<file path="config.mk">
export PLATFORM = sky130hd
export DESIGN_NAME = sysref_capture_control
export DESIGN_NICKNAME = d
export VERILOG_FILES = /design/src/sysref_capture_pkg.sv /design/src/sysref_capture_path.sv /design/src/sysref_capture_control.sv
export VERILOG_INCLUDE_DIRS = /design/src /design/src/src
export SDC_FILE = /design/constraint.sdc
export NUM_CORES = 1
export LEC_CHECK = 0
export ABC_CLOCK_PERIOD_IN_PS = 5000
export BUFFER_PORTS_ARGS = -buffer_cell sky130_fd_sc_hd__buf_2
export CAP_MARGIN = 20
export CORE_MARGIN = 2
export CORE_UTILIZATION = 45
export CTS_CLUSTER_DIAMETER = 150
export CTS_CLUSTER_SIZE = 24
export DETAILED_ROUTE_END_ITERATION = 6
export PLACE_DENSITY = 0.71
export SLEW_MARGIN = 10
export SYNTH_ARGS = -nofsm -noshare
export SYNTH_HDL_FRONTEND = slang
export SYNTH_SLANG_ARGS = --single-unit
</file>
<file path="constraint.sdc">
create_clock -name sys_clk_i -period 5 [get_ports sys_clk_i]
set_clock_uncertainty 0.2 [all_clocks]
set_input_delay 1.5 -clock sys_clk_i [delete_from_list [all_inputs] [get_ports sys_clk_i]]
set_output_delay 1.5 -clock sys_clk_i [all_outputs]
set_load 0.05 [all_outputs]
</file>
<file path="src/sysref_capture_regs.svh">
// Register offsets, field positions and reset values of the SYSREF capture controls
`ifndef SYSREF_CAPTURE_REGS_SVH
`define SYSREF_CAPTURE_REGS_SVH

// ----------------------------------------------------------------
// Register offsets on the parallel register port
// ----------------------------------------------------------------
`define SYSREF_CAPTURE_CTRL_OFS    8'h29
`define CLOCK_INPUT_MODE_CTRL_OFS  8'h2a
`define CAPTURE_POS_BYTE0_OFS      8'h2c
`define CAPTURE_POS_BYTE1_OFS      8'h2d
`define CAPTURE_POS_BYTE2_OFS      8'h2e

// ----------------------------------------------------------------
// Reset values
// ----------------------------------------------------------------
`define SYSREF_CAPTURE_CTRL_RESET  8'h80
`define CLOCK_INPUT_MODE_RESET     8'h00
`define UNMAPPED_READ_VALUE        8'h00

// ----------------------------------------------------------------
// Field positions
// ----------------------------------------------------------------
`define CTRL_RESERVED_ONE_BIT      7
`define CTRL_PROC_EN_BIT           6
`define CTRL_RECV_EN_BIT           5
`define CTRL_FINE_SCALE_BIT        4
`define CTRL_DELAY_SEL_MSB         3
`define CTRL_DELAY_SEL_LSB         0
`define MODE_INVERT_BIT            0
`define MODE_REF_PECL_BIT          1
`define MODE_DEVICE_SAMPLE_CLOCK_PECL_BIT       2

// ----------------------------------------------------------------
// Capture path sizes
// ----------------------------------------------------------------
`define CAPTURE_HISTORY_DEPTH      48
`define CAPTURE_POSITION_WIDTH     24

`endif

</file>
<file path="src/sysref_capture_pkg.sv">
// Types shared by the SYSREF capture control block
`default_nettype none

package sysref_capture_pkg;

    // Layout of the SYSREF capture control register
    typedef struct packed {
        logic       reserved_one;
        logic       ref_event_processor_enable;
        logic       ref_receiver_enable;
        logic       fine_window_scale;
        logic [3:0] capture_delay_select;
    } sysref_capture_ctrl_s;

    // Layout of the clock input mode register
    typedef struct packed {
        logic [4:0] reserved;
        logic       device_sample_clock_pecl_input_mode;
        logic       ref_pecl_input_mode;
        logic       ref_polarity_invert;
    } clock_input_mode_ctrl_s;

endpackage

`default_nettype wire

</file>
<file path="src/sysref_capture_path.sv">
// SYSREF conditioning, selectable sampling delay and edge position capture
`timescale 1ns/100ps
`default_nettype none
`include "sysref_capture_regs.svh"

module sysref_capture_path
    import sysref_capture_pkg::*;
(
    input  wire logic        sys_clk_i,
    input  wire logic        rst_i,
    input  wire logic        sysref_i,
    input  wire logic        recv_en_i,
    input  wire logic        proc_en_i,
    input  wire logic        fine_i,
    input  wire logic        invert_i,
    input  wire logic [3:0]  delay_sel_i,
    output logic             event_o,
    output logic [23:0]      position_o
);

    logic [`CAPTURE_HISTORY_DEPTH-1:0]  hist;
    logic [`CAPTURE_HISTORY_DEPTH-1:0]  next_hist;
    logic                               prev_tap;
    logic                               next_prev_tap;
    logic                               next_event;
    logic [23:0]                        next_position;
    logic [23:0]                        view;
    logic [4:0]                         tap;
    logic                               rx;

    // ----------------------------------------------------------------
    // Position view: fine scale looks at every sample, coarse at every other
    // ----------------------------------------------------------------
    genvar gi;
    generate
        for (gi = 0; gi < `CAPTURE_POSITION_WIDTH; gi = gi + 1) begin : g_view
            assign view[gi] = fine_i ? hist[gi] : hist[2*gi];
        end
    endgenerate

    // Coarse steps are twice as long, so the same code reaches twice as far
    assign tap = fine_i ? {1'b0, delay_sel_i} : {delay_sel_i, 1'b0};

    // Receiver off means the line is held quiet; polarity is applied at the input
    assign rx = recv_en_i & (sysref_i ^ invert_i);

    // Next values of the capture path
    always_comb begin
        next_hist     = {hist[`CAPTURE_HISTORY_DEPTH-2:0], rx};
        next_prev_tap = hist[tap];
        // Gate on both enables so a mis-ordered host setup cannot fire events
        next_event    = proc_en_i & recv_en_i & hist[tap] & ~prev_tap;
        next_position = next_event ? view : position_o;
    end

    // Capture path registers
    always_ff @(posedge sys_clk_i or posedge rst_i) begin
        if (rst_i) begin
            hist       <= '0;
            prev_tap   <= 1'b0;
            event_o    <= 1'b0;
            position_o <= '0;
        end else begin
            hist       <= next_hist;
            prev_tap   <= next_prev_tap;
            event_o    <= next_event;
            position_o <= next_position;
        end
    end
endmodule // sysref_capture_path

`default_nettype wire

</file>
<file path="src/sysref_capture_control.sv">
// SYSREF capture control registers and their static control outputs
`timescale 1ns/100ps
`default_nettype none
`include "sysref_capture_regs.svh"

module sysref_capture_control
    import sysref_capture_pkg::*;
(
    input  wire logic        sys_clk_i,
    input  wire logic        rst_i,
    input  wire logic        reg_wr_en_i,
    input  wire logic        reg_rd_en_i,
    input  wire logic [7:0]  reg_addr_i,
    input  wire logic [7:0]  reg_wdata_i,
    input  wire logic        sysref_i,
    output logic [7:0]       reg_rdata_o,
    output logic             ref_event_processor_enable_o,
    output logic             ref_receiver_enable_o,
    output logic             fine_window_scale_o,
    output logic [3:0]       capture_delay_select_o,
    output logic             ref_polarity_invert_o,
    output logic             ref_pecl_input_mode_o,
    output logic             device_sample_clock_pecl_input_mode_o,
    output logic             sysref_event_o,
    output logic [23:0]      capture_position_status_o
);

    // ----------------------------------------------------------------
    // Register state
    // ----------------------------------------------------------------
    sysref_capture_ctrl_s    sysref_capture_ctrl;
    sysref_capture_ctrl_s    next_sysref_capture_ctrl;
    clock_input_mode_ctrl_s  clock_input_mode_ctrl;
    clock_input_mode_ctrl_s  next_clock_input_mode_ctrl;
    logic [7:0]              rdata;
    logic [7:0]              next_rdata;
    logic [23:0]             position;

    // Write decode: bit 7 is stored as written, keeping it one is the host's duty
    always_comb begin
        next_sysref_capture_ctrl   = sysref_capture_ctrl;
        next_clock_input_mode_ctrl = clock_input_mode_ctrl;
        if (reg_wr_en_i) begin
            if (reg_addr_i == `SYSREF_CAPTURE_CTRL_OFS) begin
                next_sysref_capture_ctrl = sysref_capture_ctrl_s'(reg_wdata_i);
            end
            if (reg_addr_i == `CLOCK_INPUT_MODE_CTRL_OFS) begin
                next_clock_input_mode_ctrl = clock_input_mode_ctrl_s'(reg_wdata_i);
            end
        end
    end

    // Configuration registers; reset leaves every SYSREF function disabled
    always_ff @(posedge sys_clk_i or posedge rst_i) begin
        if (rst_i) begin
            sysref_capture_ctrl   <= sysref_capture_ctrl_s'(`SYSREF_CAPTURE_CTRL_RESET);
            clock_input_mode_ctrl <= clock_input_mode_ctrl_s'(`CLOCK_INPUT_MODE_RESET);
        end else begin
            sysref_capture_ctrl   <= next_sysref_capture_ctrl;
            clock_input_mode_ctrl <= next_clock_input_mode_ctrl;
        end
    end

    // ----------------------------------------------------------------
    // Read path
    // ----------------------------------------------------------------

    // Read data is registered and held until the next read
    always_comb begin
        next_rdata = rdata;
        if (reg_rd_en_i) begin
            case (reg_addr_i)
                `SYSREF_CAPTURE_CTRL_OFS:   next_rdata = sysref_capture_ctrl;
                `CLOCK_INPUT_MODE_CTRL_OFS: next_rdata = clock_input_mode_ctrl;
                `CAPTURE_POS_BYTE0_OFS:     next_rdata = position[7:0];
                `CAPTURE_POS_BYTE1_OFS:     next_rdata = position[15:8];
                `CAPTURE_POS_BYTE2_OFS:     next_rdata = position[23:16];
                default:                    next_rdata = `UNMAPPED_READ_VALUE;
            endcase
        end
    end

    // Read data register
    always_ff @(posedge sys_clk_i or posedge rst_i) begin
        if (rst_i) begin
            rdata <= `UNMAPPED_READ_VALUE;
        end else begin
            rdata <= next_rdata;
        end
    end

    // ----------------------------------------------------------------
    // Capture path
    // ----------------------------------------------------------------

    // Controls reach the path straight from the registers, no extra stage
    sysref_capture_path u_path (
        .sys_clk_i   (sys_clk_i),
        .rst_i       (rst_i),
        .sysref_i    (sysref_i),
        .recv_en_i   (sysref_capture_ctrl.ref_receiver_enable),
        .proc_en_i   (sysref_capture_ctrl.ref_event_processor_enable),
        .fine_i      (sysref_capture_ctrl.fine_window_scale),
        .invert_i    (clock_input_mode_ctrl.ref_polarity_invert),
        .delay_sel_i (sysref_capture_ctrl.capture_delay_select),
        .event_o     (sysref_event_o),
        .position_o  (position)
    );

    // ----------------------------------------------------------------
    // Outputs: read data, each non-reserved control register field, and the position status
    // ----------------------------------------------------------------
    assign reg_rdata_o                  = rdata;
    assign ref_event_processor_enable_o = sysref_capture_ctrl.ref_event_processor_enable;
    assign ref_receiver_enable_o        = sysref_capture_ctrl.ref_receiver_enable;
    assign fine_window_scale_o          = sysref_capture_ctrl.fine_window_scale;
    assign capture_delay_select_o       = sysref_capture_ctrl.capture_delay_select;
    assign ref_polarity_invert_o        = clock_input_mode_ctrl.ref_polarity_invert;
    // Termination controls: a set bit means 50 ohm to ground, no self-bias
    assign ref_pecl_input_mode_o        = clock_input_mode_ctrl.ref_pecl_input_mode;
    assign device_sample_clock_pecl_input_mode_o     = clock_input_mode_ctrl.device_sample_clock_pecl_input_mode;
    assign capture_position_status_o    = position;
endmodule // sysref_capture_control

`default_nettype wire

</file>
==> impl_results.md, run 1 <==
- Multi-input gate area: 0.00160 mm²
- # DRC: 0
- Die area: between 0.01 and 0.015 mm²
- DP Area: 0.00453 mm²
- Yosys Warn Count: 0
- PortBufs: 63
- Core region area: about 0.0092 mm²
- Clock tree root buffer cell: clkbuf_8
- Slew margin rel.: 0.495
- Worst Reg2Reg Path Length in Cells: 6
- Design Power: about 1400 µW
- Initial Util: 0.460
- Placed insts: 473
- Min Clock Period, post-route: 3.41 ns
- Worst slew pin tran: around 0.76 ns
- Fin crit share: 0.682
- Total CTS buffers: 9
- TritonCTS clock tree: yes
- Die H: 101 µm
- FF/Latch Area: roughly 0.0024 mm²
- Final wirelength: 9530 µm
- Slowest cell delay on critical path: 0.66 ns
- WS Path Type: in2reg
- Status: complete, no violations
- Logic pwr share: 0.082
- Register-to-register setup slack: 1.88 ns
- Area growth syn-to-layout: 12.6%
- Worst Setup End Kind: flop
- Sequential area share after synthesis: 0.576
- Vias in the first global route: approximately 2700
- Post-route insts no fill: just under 500
- Synth unique cells: 48
- EDFF count, synth: 0
- Ports: 64
- Hold EP: u_path.hist[44]
- Detail Placement HPWL: ~6800 µm
- WP data required: 5.05 ns
- Cell Chain, Critical Path: buf_2 > nor4b_1 > nand2_1 > nor4b_2 > nand2_2 > mux2_2
- Vias: 2759
- Dominant cells by area after synthesis: dfrtp_1 (57%), mux2_2 (11%), mux2_4 (6.8%)
- Clk network pwr share: 0.340
- RSZ-0062 raised after global routing: false
- Top delay family on crit path: simple AND/OR/NAND/NOR gates
- Min-Delay Path Class: reg2reg
- Post-synth top area cell: dfrtp_1
- Worst-skew pair later-pin latency: between 0.3 and 0.4 ns
- #FFs+latches synth: 97
- Row count: 35
- CTS H-Tree Depth: 3
- Main synth FF type: dfrtp_1
- Setup TNS: 0 ns
- Hold-fix buffers at CTS: 0
- DRT iter0 DRCs: 140
- N_diodes: 0
- Syn Nets: 339
- FFs w/ async S/R, synth: 1.00
- First-pass GRT wire length: 15200 µm
- Antenna violations before repair: 0
- Hold path cells: 0
- Leak: between 0.002 and 0.0025 µW
- Post-CTS resize count: 0
- Reg2reg start: capture_delay_select_o[2]
- Synth top area share: 0.570
- Final Hold Fails: 0
- Worst flop-to-flop path endpoint: u_path.position_o[11]
- Worst path bufs/invs: 1
- Fill count: 794
- Slowest CP cell: nor4b_2
- RePlAce Congestion: ~0.86
- First-pass DRT Iterations: 5
- Power Internal: 1040 µW
- Peak VDD IR: 0.198 mV
- Nature of the critical path startpoint: input pin
- GR Util All Layers: 0.200
- Final instance area: 0.00474 mm²
- Max-slew violations: 0
- Pwr dens: 300 mW/mm²
- Setup Viol. Count Final: 0
- Routed len/inst: 19.4 µm
- Crit path arrival time: 3.46 ns
- Worst-path fanout max: 8
- Drt via density: 5.63
- Total gr overflow: 0
- Highest clock rate: 0.293 GHz
- Clock Path Buffers: 2
- Die W: 101 µm
- Max-cap viol count: 0
- Post-Syn Instances: 318
- Hold Path Origin: u_path.hist[43]
- # Post-CTS Setup Buffers: 0
- Antenna Nets Post-Route: 0
- Synthesized area per cell: around 13 µm²
- Layout cells sized above 1: 0.404
- Largest net degree at the start of global routing: 39
- Switching part of the total: 0.269
- # clock sinks: 97
- Clock transition at the registers of the reported paths: 0.09 ns
- Nets: 395
- Sequential power share: 0.579
- NetSw: 382 µW
- Netlist Area Pre-Place: 0.00421 mm²
per-layer routing:
layer  wire, µm  vias up  GRT usage
met5          0        -          0
met4        143        0     0.0611
met3        595       17     0.0534
met2       4450       91      0.302
met1       4340     1405      0.286
li1           -     1246          -
placed cells by master, fill, tap and decap left out, types with 6 or more instances in the layout:
cell	instances
dfrtp_1	96
buf_2	63
mux2_2	42
nor2_1	27
a21oi_1	25
mux2_4	19
mux2i_1	16
nand2_1	12
clkbuf_8	10
a221oi_1	7
inv_1	6
sequential cells by signal (all words and copies together) (netlist names):
signal / cells
reg_rdata_o: 8
device_sample_clock_pecl_input_mode_o: 1
fine_window_scale_o: 1
sysref_capture_ctrl: 1
ref_receiver_enable_o: 1
ref_polarity_invert_o: 1
u_path.position_o: 24
ref_pecl_input_mode_o: 1
capture_delay_select_o: 4
clock_input_mode_ctrl: 5
u_path.hist: 47
u_path.prev_tap: 1
ref_event_processor_enable_o: 1
u_path.event_o: 1
metrics by stage:
| stage | utilization | hold WS, ns | worst slack [ns] |
|---|---|---|---|
| 2_1_floorplan | - | 0.131 | 0.768 |
| 3_3_place_gp | 0.495 | 0.136 | 1.35 |
| 3_5_place_dp | 0.495 | 0.136 | 1.23 |
| 4_1_cts | 0.515 | 0.157 | 1.41 |
| 5_1_grt | 0.518 | 0.172 | 1.35 |
| 6_report | 0.518 | 0.155 | 1.59 |
kinds of logic (layout without fill, tap and decap cells):
kind of cell           Yosys count  in the layout  synth area share
AO/OA/AOI/OAI                   49             49            0.0763
multiplexers                    77             77             0.218
flip-flops                      97             97             0.576
AND/OR/NAND/NOR                 65             65            0.0826
XOR/XNOR                         1              1           0.00208
buffers and inverters           29             90            0.0446
power groups by stage:
stage | Combinational, µW | Clock, µW | Sequential [µW]
after floorplan | 69.8 | 0 | 850
after global placement | 110 | 0 | 840
after detailed placement | 112 | 0 | 840
after CTS | 113 | 494 | 825
after global routing | 126 | 527 | 826
final | 116 | 483 | 822
how the worst max path moves through the flow:
stage | start | to | slack (ns) | cells after the start
2_1_floorplan | rst_i | capture_delay_select_o[0] | 0.77 | 1
3_3_place_gp | reg_addr_i[4] | capture_delay_select_o[2] | 1.35 | 6
3_5_place_dp | reg_addr_i[4] | capture_delay_select_o[1] | 1.23 | 6
4_1_cts | fine_window_scale_o | fine_window_scale_o | 1.41 | 1
5_1_grt | reg_addr_i[4] | capture_delay_select_o[1] | 1.35 | 6
6_report | reg_addr_i[4] | capture_delay_select_o[1] | 1.59 | 6
cells in the mapped netlist (4+ instances only):
| library cell | count |
|---|---|
| dfrtp_1 | 96 |
| mux2_2 | 42 |
| nor2_1 | 27 |
| a21oi_1 | 25 |
| mux2_4 | 19 |
| mux2i_1 | 16 |
| nand2_1 | 12 |
| a221oi_1 | 7 |
| inv_1 | 7 |
| clkbuf_1 | 6 |
| buf_2 | 5 |
| buf_4 | 4 |
worst reg2reg max path, delay by kind of cell, from the launching register on:
family | cells | cell delay [ns]
muxes | 1 | 0.41
DFF | 1 | 0.85
AOI/OAI and AO/OA | 3 | 0.85
and+or+nand+nor | 2 | 0.70
cell type report:
class	instances	area share
sequential	97	0.512
multi-input combinational	192	0.337
timing repair buffer	67	0.0770
tap	111	0.0293
clock buffer	10	0.0290
clock inverter	6	0.0100
inverter	7	0.00580
Power figures use the tool's default switching activity.
==> run 2, diff against run 1 <==
--- a/config.mk
+++ b/config.mk
@@ -6,7 +6,8 @@
 export SDC_FILE = /design/constraint.sdc
 export NUM_CORES = 1
 export LEC_CHECK = 0
-export ABC_CLOCK_PERIOD_IN_PS = 5000
+export ABC_AREA = 1
+export ABC_CLOCK_PERIOD_IN_PS = 3000
 export BUFFER_PORTS_ARGS = -buffer_cell sky130_fd_sc_hd__buf_2
 export CAP_MARGIN = 20
 export CORE_MARGIN = 2
@@ -14,7 +15,7 @@
 export CTS_CLUSTER_DIAMETER = 150
 export CTS_CLUSTER_SIZE = 24
 export DETAILED_ROUTE_END_ITERATION = 6
-export PLACE_DENSITY = 0.71
+export PLACE_DENSITY = 0.73
 export SLEW_MARGIN = 10
 export SYNTH_ARGS = -nofsm -noshare
 export SYNTH_HDL_FRONTEND = slang
==> constraint.sdc (replaced) <==
create_clock -name sys_clk_i -period 3 [get_ports sys_clk_i]
set_clock_uncertainty 0.2 [all_clocks]
set_input_delay 0.9 -clock sys_clk_i [delete_from_list [all_inputs] [get_ports sys_clk_i]]
set_output_delay 0.9 -clock sys_clk_i [all_outputs]
set_load 0.05 [all_outputs]
==> run 2 against run 1 <==
Final cell count is 41% higher; core utilization up 1.4 points; clock power up 85%; combinational power rose to 13 times the previous value; cell area is 4.6% higher; non-clock buffer count rose by 4; sequential share of layout area decreased by 2.2 points; global-route usage increased by 1.9 points; via count up 28%; highest routed layer unchanged.
==> impl_results.md, run 2 <==
- Status: complete, no violations
- PortBufs: 63 (unchanged)
- WS Path Type: reg2reg
- Min Clock Period, post-route: 2.65 ns
- Ports: 64 (unchanged)
- Worst path bufs/invs: 1 (unchanged)
- Total gr overflow: 0 (unchanged)
- Vias: 3525 (+28%)
- Crit path arrival time: 2.71 ns (-0.75 ns)
- Clock Path Buffers: 2 (unchanged)
- Nets: 578 (+46%)
- Worst flop-to-flop path endpoint: u_path.position_o[13]
- Design Power: 4190 µW (+200%)
- # clock sinks: 97 (unchanged)
- Min-Delay Path Class: reg2reg
- Final Hold Fails: 0 (unchanged)
- Netlist Area Pre-Place: 0.00438 mm² (+3.9%)
- Clock transition at the registers of the reported paths: 0.10 ns (about the same)
- Hold_ws: 0.156 ns (+0.00114 ns)
- CP startpoint: fine_window_scale_o
- Antenna violations before repair: 0 (unchanged)
- Most frequent cells in the layout: nand2_1 (147), dfrtp_1 (96), buf_2 (63)
- Worst-skew pair later-pin latency: 0.38 ns (about the same)
- Slew margin rel.: 0.476 (-0.0188)
- DRT iter0 DRCs: 218 (+56%)
- FFs w/ async S/R, synth: 1.00 (unchanged)
- Highest clock rate: between 0.3 and 0.4 GHz
- Largest Register: u_path.hist
- Worst slew pin tran: 0.780 ns (+0.0222 ns)
- Fill count: 846 (+6.5%)
- RePlAce Congestion: 0.894 (+3.5%)
- CTS H-Tree Depth: 3 (unchanged)
- First-pass GRT wire length: 17400 µm (+15%)
- Routed len/inst: 15.7 µm (-19%)
- Detail Placement HPWL: 7950 µm (+17%)
- NetSw: 1880 µW (+390%)
- Most used cell, CP: nand2_1
- Yosys Warn Count: 0 (unchanged)
- Initial Util: 0.469 (+0.00906)
- Max FFs per register: 47 (unchanged)
- Largest net degree at the start of global routing: 98 (+150%)
- Hold-fix buffers at CTS: 0 (unchanged)
- Commonest non-fill, non-tap cell in the layout: nand2_1
- Antenna Nets Post-Route: 0 (unchanged)
- Power Internal: 2310 µW (+120%)
- Die W: 103 µm (+1.9%)
- Slowest cell delay on critical path: 0.64 ns (-0.02 ns)
- Switching part of the total: 0.449 (+0.180)
- Worst-path fanout max: 33 (+25)
- RSZ-0062 raised after global routing: false
- Clock tree root buffer cell: clkbuf_8
- Main synth FF type: dfrtp_1
- TritonCTS clock tree: yes
- Post-Syn Instances: 501 (+58%)
- Sequential power share: 0.428 (-0.151)
- Max-slew violations: 0 (unchanged)
- Logic pwr share: 0.360 (+0.278)
- Total CTS buffers: 9 (unchanged)
- Post-CTS resize count: 0 (unchanged)
- Row count: 35 (unchanged)
- Leak: 0.00257 µW (+7.0%)
- First-pass DRT Iterations: 5 (unchanged)
- # DRC: 0 (unchanged)
- Nature of the critical path startpoint: flop
- Synthesized area per cell: 8.74 µm² (-34%)
- Synth unique cells: 29 (-40%)
- Area growth syn-to-layout: 13.3%
- Synth top area share: 0.549 (-0.0215)
- Critical path endpoint: u_path.position_o[13]
- Register-to-register setup slack: 0.35 ns (-1.53 ns)
- WP data required: 3.07 ns (-1.98 ns)
- Sequential area share after synthesis: 0.555 (-0.0217)
- Fin crit share: 0.882
- # Post-CTS Setup Buffers: 0 (unchanged)
- Worst Reg2Reg Path Length in Cells: 10 (+4)
- EDFF count, synth: 0 (unchanged)
- Setup TNS: 0 ns (unchanged)
- Die H: 103 µm (+1.9%)
- Cell Chain, Critical Path: buf_4 > nand3_1 > nand2_1 > nand2_1 > nand3_1 > nand3_2 > nand3_4 > nand3_4 > nand2_1 > nand2_1
- Worst Setup End Kind: flop
- Peak VDD IR: 0.325 mV (+64%)
- N_diodes: 0 (unchanged)
- Final instance area: 0.00496 mm² (+4.6%)
- GR Util All Layers: 0.219 (+0.0190)
- Dominant cells by area after synthesis: dfrtp_1 (55%), nand2_1 (13%), nand3_1 (4.8%)
- Slowest CP cell: dfrtp_1
- Clk network pwr share: 0.213 (-0.127)
- #FFs+latches synth: 97 (unchanged)
- Drt via density: 5.10 (-9.4%)
- Syn Nets: 522 (+54%)
- Core region area: 0.00933 mm² (+1.9%)
- Pwr dens: 846 mW/mm² (+180%)
- Die area: 0.0105 mm² (+3.8%)
- Post-synth top area cell: dfrtp_1
- Top delay family on crit path: simple AND/OR/NAND/NOR gates
- Synth top cells by count: nand2_1 (147), dfrtp_1 (96), nand3_1 (42)
- Most frequent cell after synthesis: nand2_1
- Setup Viol. Count Final: 0 (unchanged)
- Vias in the first global route: 3427 (+27%)
- DP Area: 0.00475 mm² (+4.9%)
- Reg2reg start: fine_window_scale_o
- Max-cap viol count: 0 (unchanged)
- Final wirelength: 10800 µm (+14%)
- Layout cells sized above 1: 0.237 (-0.167)
- WP depth: 10 (+4)
run 2: power by group through the flow:
stage	Combinational, µW	Sequential, µW	Clock (µW)
after global placement	1480	1820	0
after detailed placement	1510	1810	0
after global routing	1630	1820	968
after floorplan	641	2320	0
after CTS	1510	1790	911
final	1510	1790	892
run 2: cell type report:
cell class | instances | area [µm²] | area share
clock buffer | 9 | 124 | 0.0250
sequential | 97 | 2430 | 0.490
tap | 129 | 161 | 0.0325
multi-input combinational | 328 | 1580 | 0.319
inverter | 50 | 191 | 0.0386
clock inverter | 7 | 86.3 | 0.0174
timing repair buffer | 71 | 388 | 0.0782
run 2: cells by family after synthesis:
| kind of cell | share of synthesized area |
|---|---|
| flops | 0.555 |
| buf+inv | 0.0843 |
| compound gates | 0.0669 |
| mux | 0.00257 |
| simple gates | 0.292 |
run 2: worst min path at each step:
| stage | from | end | slack, ns | cells after the start |
|---|---|---|---|---|
| after floorplan | u_path.hist[33] | u_path.hist[34] | 0.13 | 0 |
| after global placement | u_path.hist[37] | u_path.hist[38] | 0.14 | 0 |
| after detailed placement | u_path.hist[43] | u_path.hist[44] | 0.14 | 0 |
| after CTS | u_path.hist[43] | u_path.hist[44] | 0.16 | 0 |
| after global routing | u_path.hist[35] | u_path.hist[36] | 0.17 | 0 |
| final | u_path.hist[35] | u_path.hist[36] | 0.16 | 0 |
run 2: metrics by stage:
stage / std cells / utilization / setup WS [ns]
4_1_cts: 691 / 0.532 / 0.347
5_1_grt: 691 / 0.532 / 0.113
3_3_place_gp: 675 / 0.509 / 0.359
3_5_place_dp: 675 / 0.509 / 0.337
6_report: 691 / 0.532 / 0.355
2_1_floorplan: 501 / - / 0.705
run 2: metal layers:
metal	vias to the layer above	global-route usage	wire, µm
li1	1727	-	-
met1	1654	0.292	4800
met2	122	0.362	5260
met3	22	0.0292	483
met4	0	0.0933	294
met5	-	0	0
